<file path="src/logic/spl_cfg.svh">
// Constants of the sector protection host controller: timing, bus cycles and command codes
`ifndef SPL_CFG_SVH
`define SPL_CFG_SVH

// Clock period and timing figures
`define SPL_CLK_NS 4
`define SPL_SETUP_NS 20
`define SPL_WE_NS 35
`define SPL_HOLD_NS 20
`define SPL_READ_NS 100
`define SPL_BUSY_NS 100
`define SPL_TRP_NS 500
`define SPL_TIMEOUT_US 2000
`define SPL_SETUP_CYC ((`SPL_SETUP_NS + `SPL_CLK_NS - 1) / `SPL_CLK_NS)
`define SPL_WE_CYC ((`SPL_WE_NS + `SPL_CLK_NS - 1) / `SPL_CLK_NS)
`define SPL_HOLD_CYC ((`SPL_HOLD_NS + `SPL_CLK_NS - 1) / `SPL_CLK_NS)
`define SPL_READ_CYC ((`SPL_READ_NS + `SPL_CLK_NS - 1) / `SPL_CLK_NS)
`define SPL_BUSY_CYC ((`SPL_BUSY_NS + `SPL_CLK_NS - 1) / `SPL_CLK_NS)
`define SPL_TRP_CYC ((`SPL_TRP_NS + `SPL_CLK_NS - 1) / `SPL_CLK_NS)
`define SPL_TIMEOUT_CYC ((`SPL_TIMEOUT_US * 1000) / `SPL_CLK_NS)

// Mode-select register field positions
`define SPL_PW_SEL_BIT 2
`define SPL_PERS_SEL_BIT 1
`define SPL_SECURED_BIT 0

// Sequence step indices
`define SPL_STEP_ENTRY 3'h2
`define SPL_STEP_OP2 3'h4
`define SPL_STEP_EXIT1 3'h5
`define SPL_STEP_LAST 3'h6

// Unlock cycle addresses and data
`define SPL_UNLOCK_A1 26'h0000555
`define SPL_UNLOCK_A2 26'h00002AA
`define SPL_UNLOCK_D1 16'h00AA
`define SPL_UNLOCK_D2 16'h0055

// Entry, operation and exit codes
`define SPL_ENTRY_MODESEL 16'h0040
`define SPL_ENTRY_PERSIST 16'h00C0
`define SPL_ENTRY_VOLATILE 16'h00E0
`define SPL_ENTRY_FREEZE 16'h0050
`define SPL_OP_PROGRAM 16'h00A0
`define SPL_OP_ERASE 16'h0080
`define SPL_OP_ERASE_ALL 16'h0030
`define SPL_OP_ZERO 16'h0000
`define SPL_OP_ONE 16'h0001
`define SPL_EXIT1 16'h0090
`define SPL_EXIT2 16'h0000

`endif

</file>
<file path="src/logic/spl_pkg.sv">
// Types of the sector protection host controller
package spl_pkg;

  // Orders taken at the user port
  typedef enum logic [2:0] {
    SPL_CMD_MODESEL_PROG = 3'h0,
    SPL_CMD_PERSIST_PROG = 3'h1,
    SPL_CMD_PERSIST_ERASE = 3'h2,
    SPL_CMD_VOLATILE_SET = 3'h3,
    SPL_CMD_VOLATILE_CLR = 3'h4,
    SPL_CMD_FREEZE_SET = 3'h5,
    SPL_CMD_PERSIST_READ = 3'h6,
    SPL_CMD_HW_RESET = 3'h7
  } spl_cmd_t;

  // Controller states, one-hot
  typedef enum logic [7:0] {
    SPL_IDLE = 8'h01,
    SPL_SETUP = 8'h02,
    SPL_PULSE = 8'h04,
    SPL_HOLD = 8'h08,
    SPL_READ = 8'h10,
    SPL_BUSY = 8'h20,
    SPL_RST = 8'h40,
    SPL_DONE = 8'h80
  } spl_state_t;

endpackage

</file>
<file path="src/logic/spl_host.sv">
// Host controller driving the flash sector protection command sequences
// Summary of operation
// - Host programs password before password select bit
// - Host sends sector address with program command
// - Host issues exit; device resumes read mode
// - Host freezes only after persistent bits final
`timescale 1ns/1ps
`include "spl_cfg.svh"

module spl_host
  import spl_pkg::*;
#(
  parameter int TIMEOUT_CYC = `SPL_TIMEOUT_CYC
) (
  input wire logic ref_clk_in,
  input wire logic rst_in,
  input wire logic cmd_valid_in,
  input wire logic [2:0] cmd_in,
  input wire logic [9:0] sector_in,
  input wire logic [15:0] wdata_in,
  input wire logic password_set_in,
  input wire logic config_final_in,
  input wire logic ready_in,
  input wire logic [15:0] dq_in,
  output logic [25:0] addr_out,
  output logic [15:0] dq_out,
  output logic dq_oe_out,
  output logic ce_n_out,
  output logic we_n_out,
  output logic oe_n_out,
  output logic reset_n_out,
  output logic busy_out,
  output logic done_out,
  output logic error_out,
  output logic [15:0] status_out
);

  spl_state_t state;
  spl_cmd_t cmd_q;
  logic [9:0] sector_q;
  logic [15:0] wdata_q;
  logic [2:0] idx;
  logic [19:0] timer;
  logic [19:0] waited;
  logic err_q;
  logic scheme_locked;
  logic frozen;
  logic [2:0] rdy_sync;
  logic rdy;
  logic [15:0] dq_s1;
  logic [15:0] dq_s2;
  logic [15:0] dq_s3;
  logic refused;
  logic [41:0] step;

  ////////////////////////////////////////////////////////////////////////
  // Bus word for one step of a command sequence: {address, data}
  function automatic logic [41:0] step_word(input spl_cmd_t c, input logic [2:0] i,
                                            input logic [9:0] sa, input logic [15:0] wd);
    logic [25:0] sad;
    logic [15:0] entry;
    logic [41:0] w;
    sad = {sa, 16'h0000}; // Sector address in bits 25..16
    entry = `SPL_ENTRY_PERSIST;
    w = {26'h0000000, `SPL_EXIT2};
    unique case (c)
      SPL_CMD_MODESEL_PROG: entry = `SPL_ENTRY_MODESEL;
      SPL_CMD_VOLATILE_SET, SPL_CMD_VOLATILE_CLR: entry = `SPL_ENTRY_VOLATILE;
      SPL_CMD_FREEZE_SET: entry = `SPL_ENTRY_FREEZE;
      default: entry = `SPL_ENTRY_PERSIST;
    endcase
    unique case (i)
      3'h0: w = {`SPL_UNLOCK_A1, `SPL_UNLOCK_D1};
      3'h1: w = {`SPL_UNLOCK_A2, `SPL_UNLOCK_D2};
      3'h2: w = {`SPL_UNLOCK_A1, entry};
      3'h3: begin
        if (c == SPL_CMD_PERSIST_ERASE) begin
          w = {26'h0000000, `SPL_OP_ERASE}; // No sector address needed
        end else begin
          w = {sad, `SPL_OP_PROGRAM};
        end
      end
      3'h4: begin
        unique case (c)
          SPL_CMD_MODESEL_PROG: w = {26'h0000000, wd};
          SPL_CMD_PERSIST_ERASE: w = {26'h0000000, `SPL_OP_ERASE_ALL};
          SPL_CMD_VOLATILE_CLR: w = {sad, `SPL_OP_ONE}; // One is unprotected
          default: w = {sad, `SPL_OP_ZERO}; // Zero is protected
        endcase
      end
      3'h5: w = {26'h0000000, `SPL_EXIT1}; // Exit restores read mode
      default: w = {26'h0000000, `SPL_EXIT2};
    endcase
    return w;
  endfunction

  assign step = step_word(cmd_q, idx, sector_q, wdata_q);

  ////////////////////////////////////////////////////////////////////////
  // Orders the host must not send
  always_comb begin
    refused = 1'b0;
    if (spl_cmd_t'(cmd_in) == SPL_CMD_MODESEL_PROG) begin
      if (wdata_in[`SPL_PW_SEL_BIT:`SPL_PERS_SEL_BIT] == 2'b00) begin
        refused = 1'b1; // Both selects at once would abort
      end
      if (!wdata_in[`SPL_PW_SEL_BIT] && !password_set_in) begin
        refused = 1'b1; // Password first
      end
      if (scheme_locked && wdata_in[`SPL_PW_SEL_BIT:`SPL_PERS_SEL_BIT] != 2'b11) begin
        refused = 1'b1; // Scheme already fixed
      end
    end
    if (spl_cmd_t'(cmd_in) == SPL_CMD_FREEZE_SET && !config_final_in) begin
      refused = 1'b1;
    end
    if ((spl_cmd_t'(cmd_in) == SPL_CMD_PERSIST_PROG ||
         spl_cmd_t'(cmd_in) == SPL_CMD_PERSIST_ERASE) && frozen) begin
      refused = 1'b1; // Would only time out
    end
  end

  ////////////////////////////////////////////////////////////////////////
  // Three-stage synchronisers for ready and data pins
  always_ff @(posedge ref_clk_in or posedge rst_in) begin
    if (rst_in) begin
      rdy_sync <= 3'h0;
      rdy <= 1'b0;
      dq_s1 <= 16'h0000;
      dq_s2 <= 16'h0000;
      dq_s3 <= 16'h0000;
    end else begin
      rdy_sync <= {rdy_sync[1:0], ready_in};
      if (rdy_sync[2] == rdy_sync[1]) begin
        rdy <= rdy_sync[2];
      end
      dq_s1 <= dq_in;
      dq_s2 <= dq_s1;
      dq_s3 <= dq_s2;
    end
  end

  ////////////////////////////////////////////////////////////////////////
  // Host view of scheme and freeze latch
  always_ff @(posedge ref_clk_in or posedge rst_in) begin
    if (rst_in) begin
      scheme_locked <= 1'b0;
      frozen <= 1'b0;
    end else if (state == SPL_DONE && !err_q) begin
      if (cmd_q == SPL_CMD_MODESEL_PROG &&
          wdata_q[`SPL_PW_SEL_BIT:`SPL_PERS_SEL_BIT] != 2'b11) begin
        scheme_locked <= 1'b1;
      end
      if (cmd_q == SPL_CMD_FREEZE_SET) begin
        frozen <= 1'b1;
      end
      if (cmd_q == SPL_CMD_HW_RESET) begin
        frozen <= 1'b0; // Hardware reset order releases; rst_in clears it too
      end
    end
  end

  ////////////////////////////////////////////////////////////////////////
  // Sequencer and pin drive
  always_ff @(posedge ref_clk_in or posedge rst_in) begin
    if (rst_in) begin
      state <= SPL_IDLE;
      cmd_q <= SPL_CMD_MODESEL_PROG;
      sector_q <= 10'h000;
      wdata_q <= 16'h0000;
      idx <= 3'h0;
      timer <= 20'h00000;
      waited <= 20'h00000;
      err_q <= 1'b0;
      addr_out <= 26'h0000000;
      dq_out <= 16'h0000;
      dq_oe_out <= 1'b0;
      ce_n_out <= 1'b1;
      we_n_out <= 1'b1;
      oe_n_out <= 1'b1;
      reset_n_out <= 1'b1;
      busy_out <= 1'b0;
      done_out <= 1'b0;
      error_out <= 1'b0;
      status_out <= 16'h0000;
    end else begin
      done_out <= 1'b0;
      if (timer != 20'h00000) begin
        timer <= timer - 20'h00001;
      end
      unique case (state)
        SPL_IDLE: begin
          if (cmd_valid_in) begin
            cmd_q <= spl_cmd_t'(cmd_in);
            sector_q <= sector_in;
            wdata_q <= wdata_in;
            idx <= 3'h0;
            err_q <= refused;
            busy_out <= 1'b1;
            if (refused) begin
              state <= SPL_DONE;
            end else if (spl_cmd_t'(cmd_in) == SPL_CMD_HW_RESET) begin
              reset_n_out <= 1'b0;
              timer <= 20'(`SPL_TRP_CYC - 1);
              state <= SPL_RST;
            end else begin
              timer <= 20'(`SPL_SETUP_CYC - 1);
              state <= SPL_SETUP;
            end
          end
        end
        SPL_SETUP: begin
          addr_out <= step[41:16];
          dq_out <= step[15:0];
          dq_oe_out <= 1'b1;
          ce_n_out <= 1'b0;
          oe_n_out <= 1'b1;
          if (timer == 20'h00000) begin
            we_n_out <= 1'b0;
            timer <= 20'(`SPL_WE_CYC - 1);
            state <= SPL_PULSE;
          end
        end
        SPL_PULSE: begin
          if (timer == 20'h00000) begin
            we_n_out <= 1'b1;
            timer <= 20'(`SPL_HOLD_CYC - 1);
            state <= SPL_HOLD;
          end
        end
        SPL_HOLD: begin
          if (timer == 20'h00000) begin
            ce_n_out <= 1'b1;
            dq_oe_out <= 1'b0;
            if (idx == `SPL_STEP_LAST) begin
              state <= SPL_DONE;
            end else if (idx == `SPL_STEP_ENTRY && cmd_q == SPL_CMD_PERSIST_READ) begin
              addr_out <= {sector_q, 16'h0000}; // Sector reads its bit
              timer <= 20'(`SPL_READ_CYC - 1);
              state <= SPL_READ;
            end else if (idx == `SPL_STEP_OP2) begin
              timer <= 20'(`SPL_BUSY_CYC - 1);
              waited <= 20'h00000;
              state <= SPL_BUSY;
            end else begin
              idx <= idx + 3'h1;
              timer <= 20'(`SPL_SETUP_CYC - 1);
              state <= SPL_SETUP;
            end
          end
        end
        SPL_READ: begin
          ce_n_out <= 1'b0;
          oe_n_out <= 1'b0;
          if (timer == 20'h00000 && dq_s3 == dq_s2) begin
            status_out <= dq_s3; // Zero protected, one unprotected
            ce_n_out <= 1'b1;
            oe_n_out <= 1'b1;
            idx <= `SPL_STEP_EXIT1;
            timer <= 20'(`SPL_SETUP_CYC - 1);
            state <= SPL_SETUP;
          end
        end
        SPL_BUSY: begin
          // Device runs preprogram and verify alone
          waited <= waited + 20'h00001;
          if (timer == 20'h00000 && (rdy || waited >= 20'(TIMEOUT_CYC))) begin
            err_q <= !rdy; // Timed out
            idx <= `SPL_STEP_EXIT1; // Always close with exit
            timer <= 20'(`SPL_SETUP_CYC - 1);
            state <= SPL_SETUP;
          end
        end
        SPL_RST: begin
          if (timer == 20'h00000) begin
            reset_n_out <= 1'b1;
            state <= SPL_DONE;
          end
        end
        SPL_DONE: begin
          done_out <= 1'b1;
          error_out <= err_q;
          busy_out <= 1'b0;
          state <= SPL_IDLE;
        end
      endcase
    end
  end

  ////////////////////////////////////////////////////////////////////////
  // Checks on the host side of the protocol
  a_pw_order: assert property (@(posedge ref_clk_in) disable iff (rst_in)
    (state == SPL_IDLE && cmd_valid_in && cmd_in == 3'h0 && !wdata_in[2] && !password_set_in)
      |-> ##2 (done_out && error_out))
    else $error("password select sent before password");
  a_sector_addr: assert property (@(posedge ref_clk_in) disable iff (rst_in)
    (state == SPL_PULSE && idx == 3'h4 && cmd_q == SPL_CMD_PERSIST_PROG)
      |-> (addr_out[25:16] == sector_q && dq_out == 16'h0000))
    else $error("sector address missing on program cycle");
  a_exit_follows: assert property (@(posedge ref_clk_in) disable iff (rst_in)
    (state == SPL_BUSY ##1 state != SPL_BUSY) |-> (state == SPL_SETUP && idx == 3'h5))
    else $error("no exit after operation");
  a_freeze_gate: assert property (@(posedge ref_clk_in) disable iff (rst_in)
    (state == SPL_IDLE && cmd_valid_in && cmd_in == 3'h5 && !config_final_in)
      |=> (state == SPL_DONE && $stable(ce_n_out)) ##1 error_out)
    else $error("freeze sent before configuration final");
  a_both_select: assert property (@(posedge ref_clk_in) disable iff (rst_in)
    (state == SPL_IDLE && cmd_valid_in && cmd_in == 3'h0 && wdata_in[2:1] == 2'b00)
      |-> ##1 state == SPL_DONE ##1 (done_out && error_out))
    else $error("both select bits sent together");
  a_frozen_guard: assert property (@(posedge ref_clk_in) disable iff (rst_in)
    (state == SPL_IDLE && cmd_valid_in && frozen && (cmd_in == 3'h1 || cmd_in == 3'h2))
      |=> state == SPL_DONE)
    else $error("persistent command sent while frozen");
  a_we_in_ce: assert property (@(posedge ref_clk_in) disable iff (rst_in)
    !we_n_out |-> (!ce_n_out && dq_oe_out && oe_n_out))
    else $error("write strobe outside chip select");

endmodule

</file>
<file path="config.mk">
export PLATFORM = sky130hd
export DESIGN_NAME = spl_host
export DESIGN_NICKNAME = d
export VERILOG_FILES = /design/src/logic/spl_pkg.sv /design/src/logic/spl_host.sv
export VERILOG_INCLUDE_DIRS = /design/src /design/src/logic
export SDC_FILE = /design/constraint.sdc
export NUM_CORES = 1
export LEC_CHECK = 0
export ABC_AREA = 1
export BUFFER_PORTS_ARGS = -buffer_cell sky130_fd_sc_hd__buf_4
export CORE_MARGIN = 4
export CORE_UTILIZATION = 40
export CTS_BUF_LIST = sky130_fd_sc_hd__clkbuf_4 sky130_fd_sc_hd__clkbuf_8 sky130_fd_sc_hd__clkbuf_16
export DETAILED_ROUTE_END_ITERATION = 12
export REMOVE_ABC_BUFFERS = 1
export SETUP_SLACK_MARGIN = 0.15
export SYNTH_ARGS = -nofsm -noshare
export SYNTH_HDL_FRONTEND = slang
export SYNTH_SLANG_ARGS = --single-unit
</file>
<file path="constraint.sdc">
create_clock -name ref_clk_in -period 8.6 [get_ports ref_clk_in]
set_input_delay 1.29 -clock ref_clk_in [delete_from_list [all_inputs] [get_ports ref_clk_in]]
set_output_delay 1.29 -clock ref_clk_in [all_outputs]
set_load 0.01 [all_outputs]
</file>
==> results.txt <==
* Run status: complete, no violations
* Switch share: 0.395
- Width of the chip: roughly 160 um
- For the final routed database, the setup TNS stands at 0 ps.
- The largest total area in the synthesized netlist belongs to sky130_fd_sc_hd__dfrtp_1.
- Following the worst setup path forward leads to its endpoint at status_out[3].
- Of the total power, the clock network draws 0.265.
* Max-slew violations: 0
- CP startpoint: timer[0]
- Initial core utilization: 0.407
- Aggregate global-route resource usage: 0.175
* Final-report setup violation count: 0
* Final RePlAce weighted congestion: 0.842
- Final cell utilization of the core: 0.478
- Row generation in the floorplan step produced 55 rows.
- Clock latency on the worst-skew pair, taken at its later pin, is between 400 and 500 ps.
- Counting distinct cell types in the post-synthesis netlist gives between 50 and 60.
- First-pass GRT wire length: between 30000 and 40000 um
- Portion of synthesized cell area occupied by the leading cell type: 0.494
- The worst setup path is captured at a register.
- Internal Pwr Total: 0.00185 W
- The number of antenna diodes in the final layout is 0.
* Parity-gate share of the synthesized area counting xor and xnor cells: 0.0209
- Endpoints failing hold: 0
- Pin placement for this block handled between 100 and 150 I/O pins.
- The critical path is of the register to register type.
* Setup repair after global routing missed its margin: false
- The via count of the first global-routing pass was 7345.
- For this design the static power due to leakage is roughly 5.4 nW.
- Number of cells produced by synthesis: 1097
- Max-cap violations in this run came to 0.
- Clock tree synthesis inserted a total of 17 buffers.
* Full die area: around 26000 um^2
- Once the clock tree was built, the resizer swapped 0 gates to a different size.
- Detailed placer's ending HPWL: 15600 um
* Cts-stage hold buffer count: 0
- The tree is rooted in a sky130_fd_sc_hd__clkbuf_16.
- Number of setup buffers added after CTS: 0
- Counting along the longest clock path gives a buffer depth of 2.
* Commonest cells in the synthesized netlist: sky130_fd_sc_hd__nand2_1, sky130_fd_sc_hd__dfrtp_1, sky130_fd_sc_hd__inv_1
* Arrival time at the worst endpoint: 3140 ps
* Dominant combinational cell family by area after synthesis: simple AND/OR/NAND/NOR gates
* Net switching power: between 0.001 and 0.0015 W
* Req. time, crit path: around 9000 ps
- For the final database, setup skew stands at approximately 11 ps.
* Setup slack on the worst flop-to-flop path: 5800 ps
- The fraction of the mapped netlist area in compound gates came to 0.102.
- Clock period minus worst slack: between 2000 and 3000 ps
- The startpoint identified for the worst register-to-register timing path is timer[0].
- Final Routed Wirelength: 21700 um
* Core Footprint: approximately 23000 um^2
- Worst slew margin relative to its limit: 0.378
- Type of the worst min-delay path: register to register
- Ratio of total power to cell area: around 280 nW/um^2
* Average footprint of a synthesized cell: 8.40 um^2
* H-tree levels: 4
* Ratio of final minimum period to clock period: 0.326
* TritonCTS clock tree: built
- DRC viols: 0
- The most used flip-flop cell after synthesis is sky130_fd_sc_hd__dfrtp_1.
- Number of sinks handled by clock tree synthesis: about 190
* Portion of netlist area occupied by mux cells: 0.0232
- During placement, the flow inserted port buffers numbering between 100 and 150.
* Vias after detailed routing: between 7k and 8k
- Counting cells, the worst reg-to-reg path comes to 8.
- The worst setup path is launched from a register.
- After detailed routing, the average wire length per cell comes to ~15 um.
* Number of antenna violations at the first check in global routing: 0
- Post-Synthesis Cell Area: slightly above 9000 um^2
- First-pass iteration count of the detailed router: 5
- Sum of internal, switching and leakage power: 0.00306 W
- Based on the critical path, the design can be clocked at up to between 0.3 and 0.4 GHz.
- Part of the total power dissipated in sequential elements: 0.380
- IR analysis of the VDD net gives a maximum drop of about 140 uV.
* Vertical die dimension: roughly 160 um
* Register bit count reported by yosys: ~190
* Drt via density: approximately 4.9
- Clock-pin slew was measured on the worst setup and hold paths at around 80 ps.
- Of the total synthesized cell area, the portion taken by full adders, half adders and majority gates is 0.0133.
* R2R Path End: status_out[3]
- Area growth from synthesis to final layout: 17.4%
- Post-synth EDFFs: 0
- Yosys printed 0 warnings.
* Iteration-0 DRC Markers: roughly 550
- Simple logic cell fraction of the synthesized area: 0.250
- Entering global routing, the biggest net connects 121 pins.
- In the post-synthesis netlist, the cell with the most instances is sky130_fd_sc_hd__nand2_1.
* Power share of the combinational group: 0.354
- Of all flip-flops after synthesis, the portion carrying an async set or reset was 1.00.
- Largest driver fanout on the critical path: 33
- Fraction of layout instances using a drive strength above 1: 0.178
- After the last flow step, the layout net total stands at approximately 1.3k.
- Antenna violation net count after detailed routing: 0
- Biggest area contributors in the synthesized netlist: sky130_fd_sc_hd__dfrtp_1, sky130_fd_sc_hd__nand2_1, sky130_fd_sc_hd__inv_1
- Summed over all layers, the global routing overflow is 0.
* Register area share after synthesis: 0.509
- At the pin with the least slew margin, the transition time is ~930 ps.
==> sequential cells by signal, summed over array words and instances, names as in the netlist, 16 cells and up <==
signal and cells:
dq_s2 16, wdata_q 16, dq_out 16, dq_s3 16, timer 20, status_out 16
dq_s1 16, waited 20
==> cell type report <==
class / count / area [um^2]
clock buffers: 17 / 425
clock inverters: 15 / 195
fillers: 2207 / 11800
inverters: 135 / 514
multi-input cells: 737 / 3790
flip-flops and latches: 187 / 4690
well taps: 285 / 357
repair buffers: 113 / 848
==> per-stage QoR <==
stage | setup slack [ps] | area, um^2 | std cells | hold WS, ps
6_report | 5800 | 10800 | 1489 | 350
5_1_grt | 5480 | 10800 | 1489 | 355
4_1_cts | 5760 | 10800 | 1489 | 353
3_5_place_dp | 5610 | 10200 | 1457 | 336
3_3_place_gp | 5620 | 10200 | 1457 | 332
2_1_floorplan | 2230 | 8980 | 1059 | 331
==> how the worst min path moves through the flow <==
stage,startpoint,endpoint,slack (ps),cells after the start
after floorplan,dq_s1[0],dq_s2[0],330,0
after detailed placement,dq_s1[5],dq_s2[5],340,0
after global routing,dq_s1[15],dq_s2[15],360,0
final,dq_s1[6],dq_s2[6],350,0
after global placement,dq_s1[8],dq_s2[8],330,0
after CTS,dq_s1[15],dq_s2[15],350,0
==> cells in the final DEF (no fill, tap or decap), drive strengths merged, types with 3 or more instances in the layout <==
cell type	count
dfrtp	182
nor2	139
xor2	19
a21o	3
o21bai	4
mux2	19
dfstp	5
nor3	20
a31oi	3
nand4	24
inv	142
a21oi	46
nor4	6
o211ai	14
conb	5
xnor2	3
nand2	271
clkbuf	17
o22ai	14
clkinv	7
nand3	47
o21ai	77
buf	113
ha	9
==> cells by family after synthesis <==
| group | count (synthesis) |
|---|---|
| flops | 187 |
| other cells | 1 |
| fa+ha+maj | 10 |
| compound gates | 166 |
| mux | 19 |
| buf+inv | 177 |
| xor+xnor | 22 |
| simple gates | 515 |
==> per-layer routing <==
| layer | global-route usage | share of wire | vias to the layer above |
|---|---|---|---|
| li1 | - | - | 3713 |
| met1 | 0.235 | 0.46 | 3483 |
| met2 | 0.291 | 0.48 | 142 |
| met3 | 0.0305 | 0.036 | 30 |
| met4 | 0.0540 | 0.017 | 0 |
| met5 | 0 | 0 | - |
==> worst max-delay path, cell delays in order, from the launching register on <==
cell and delay (ps):
sky130_fd_sc_hd__dfrtp_1 440, sky130_fd_sc_hd__inv_1 160, sky130_fd_sc_hd__ha_1 340, sky130_fd_sc_hd__nand2_4 130, sky130_fd_sc_hd__nor2_8 170, sky130_fd_sc_hd__nand2_4 90
sky130_fd_sc_hd__nor2_8 280, sky130_fd_sc_hd__nand4_2 720, sky130_fd_sc_hd__o21ai_1 360
==> power by group through the flow <==
stage / logic, W / clock network, W / registers [W]
2_1_floorplan: 0.000722 / 0 / 0.00118
3_3_place_gp: 0.00107 / 0 / 0.00118
3_5_place_dp: 0.00109 / 0 / 0.00118
4_1_cts: 0.00109 / 0.000835 / 0.00116
5_1_grt: 0.00122 / 0.000871 / 0.00119
6_report: 0.00108 / 0.000811 / 0.00116
Power figures use the tool's default switching activity.
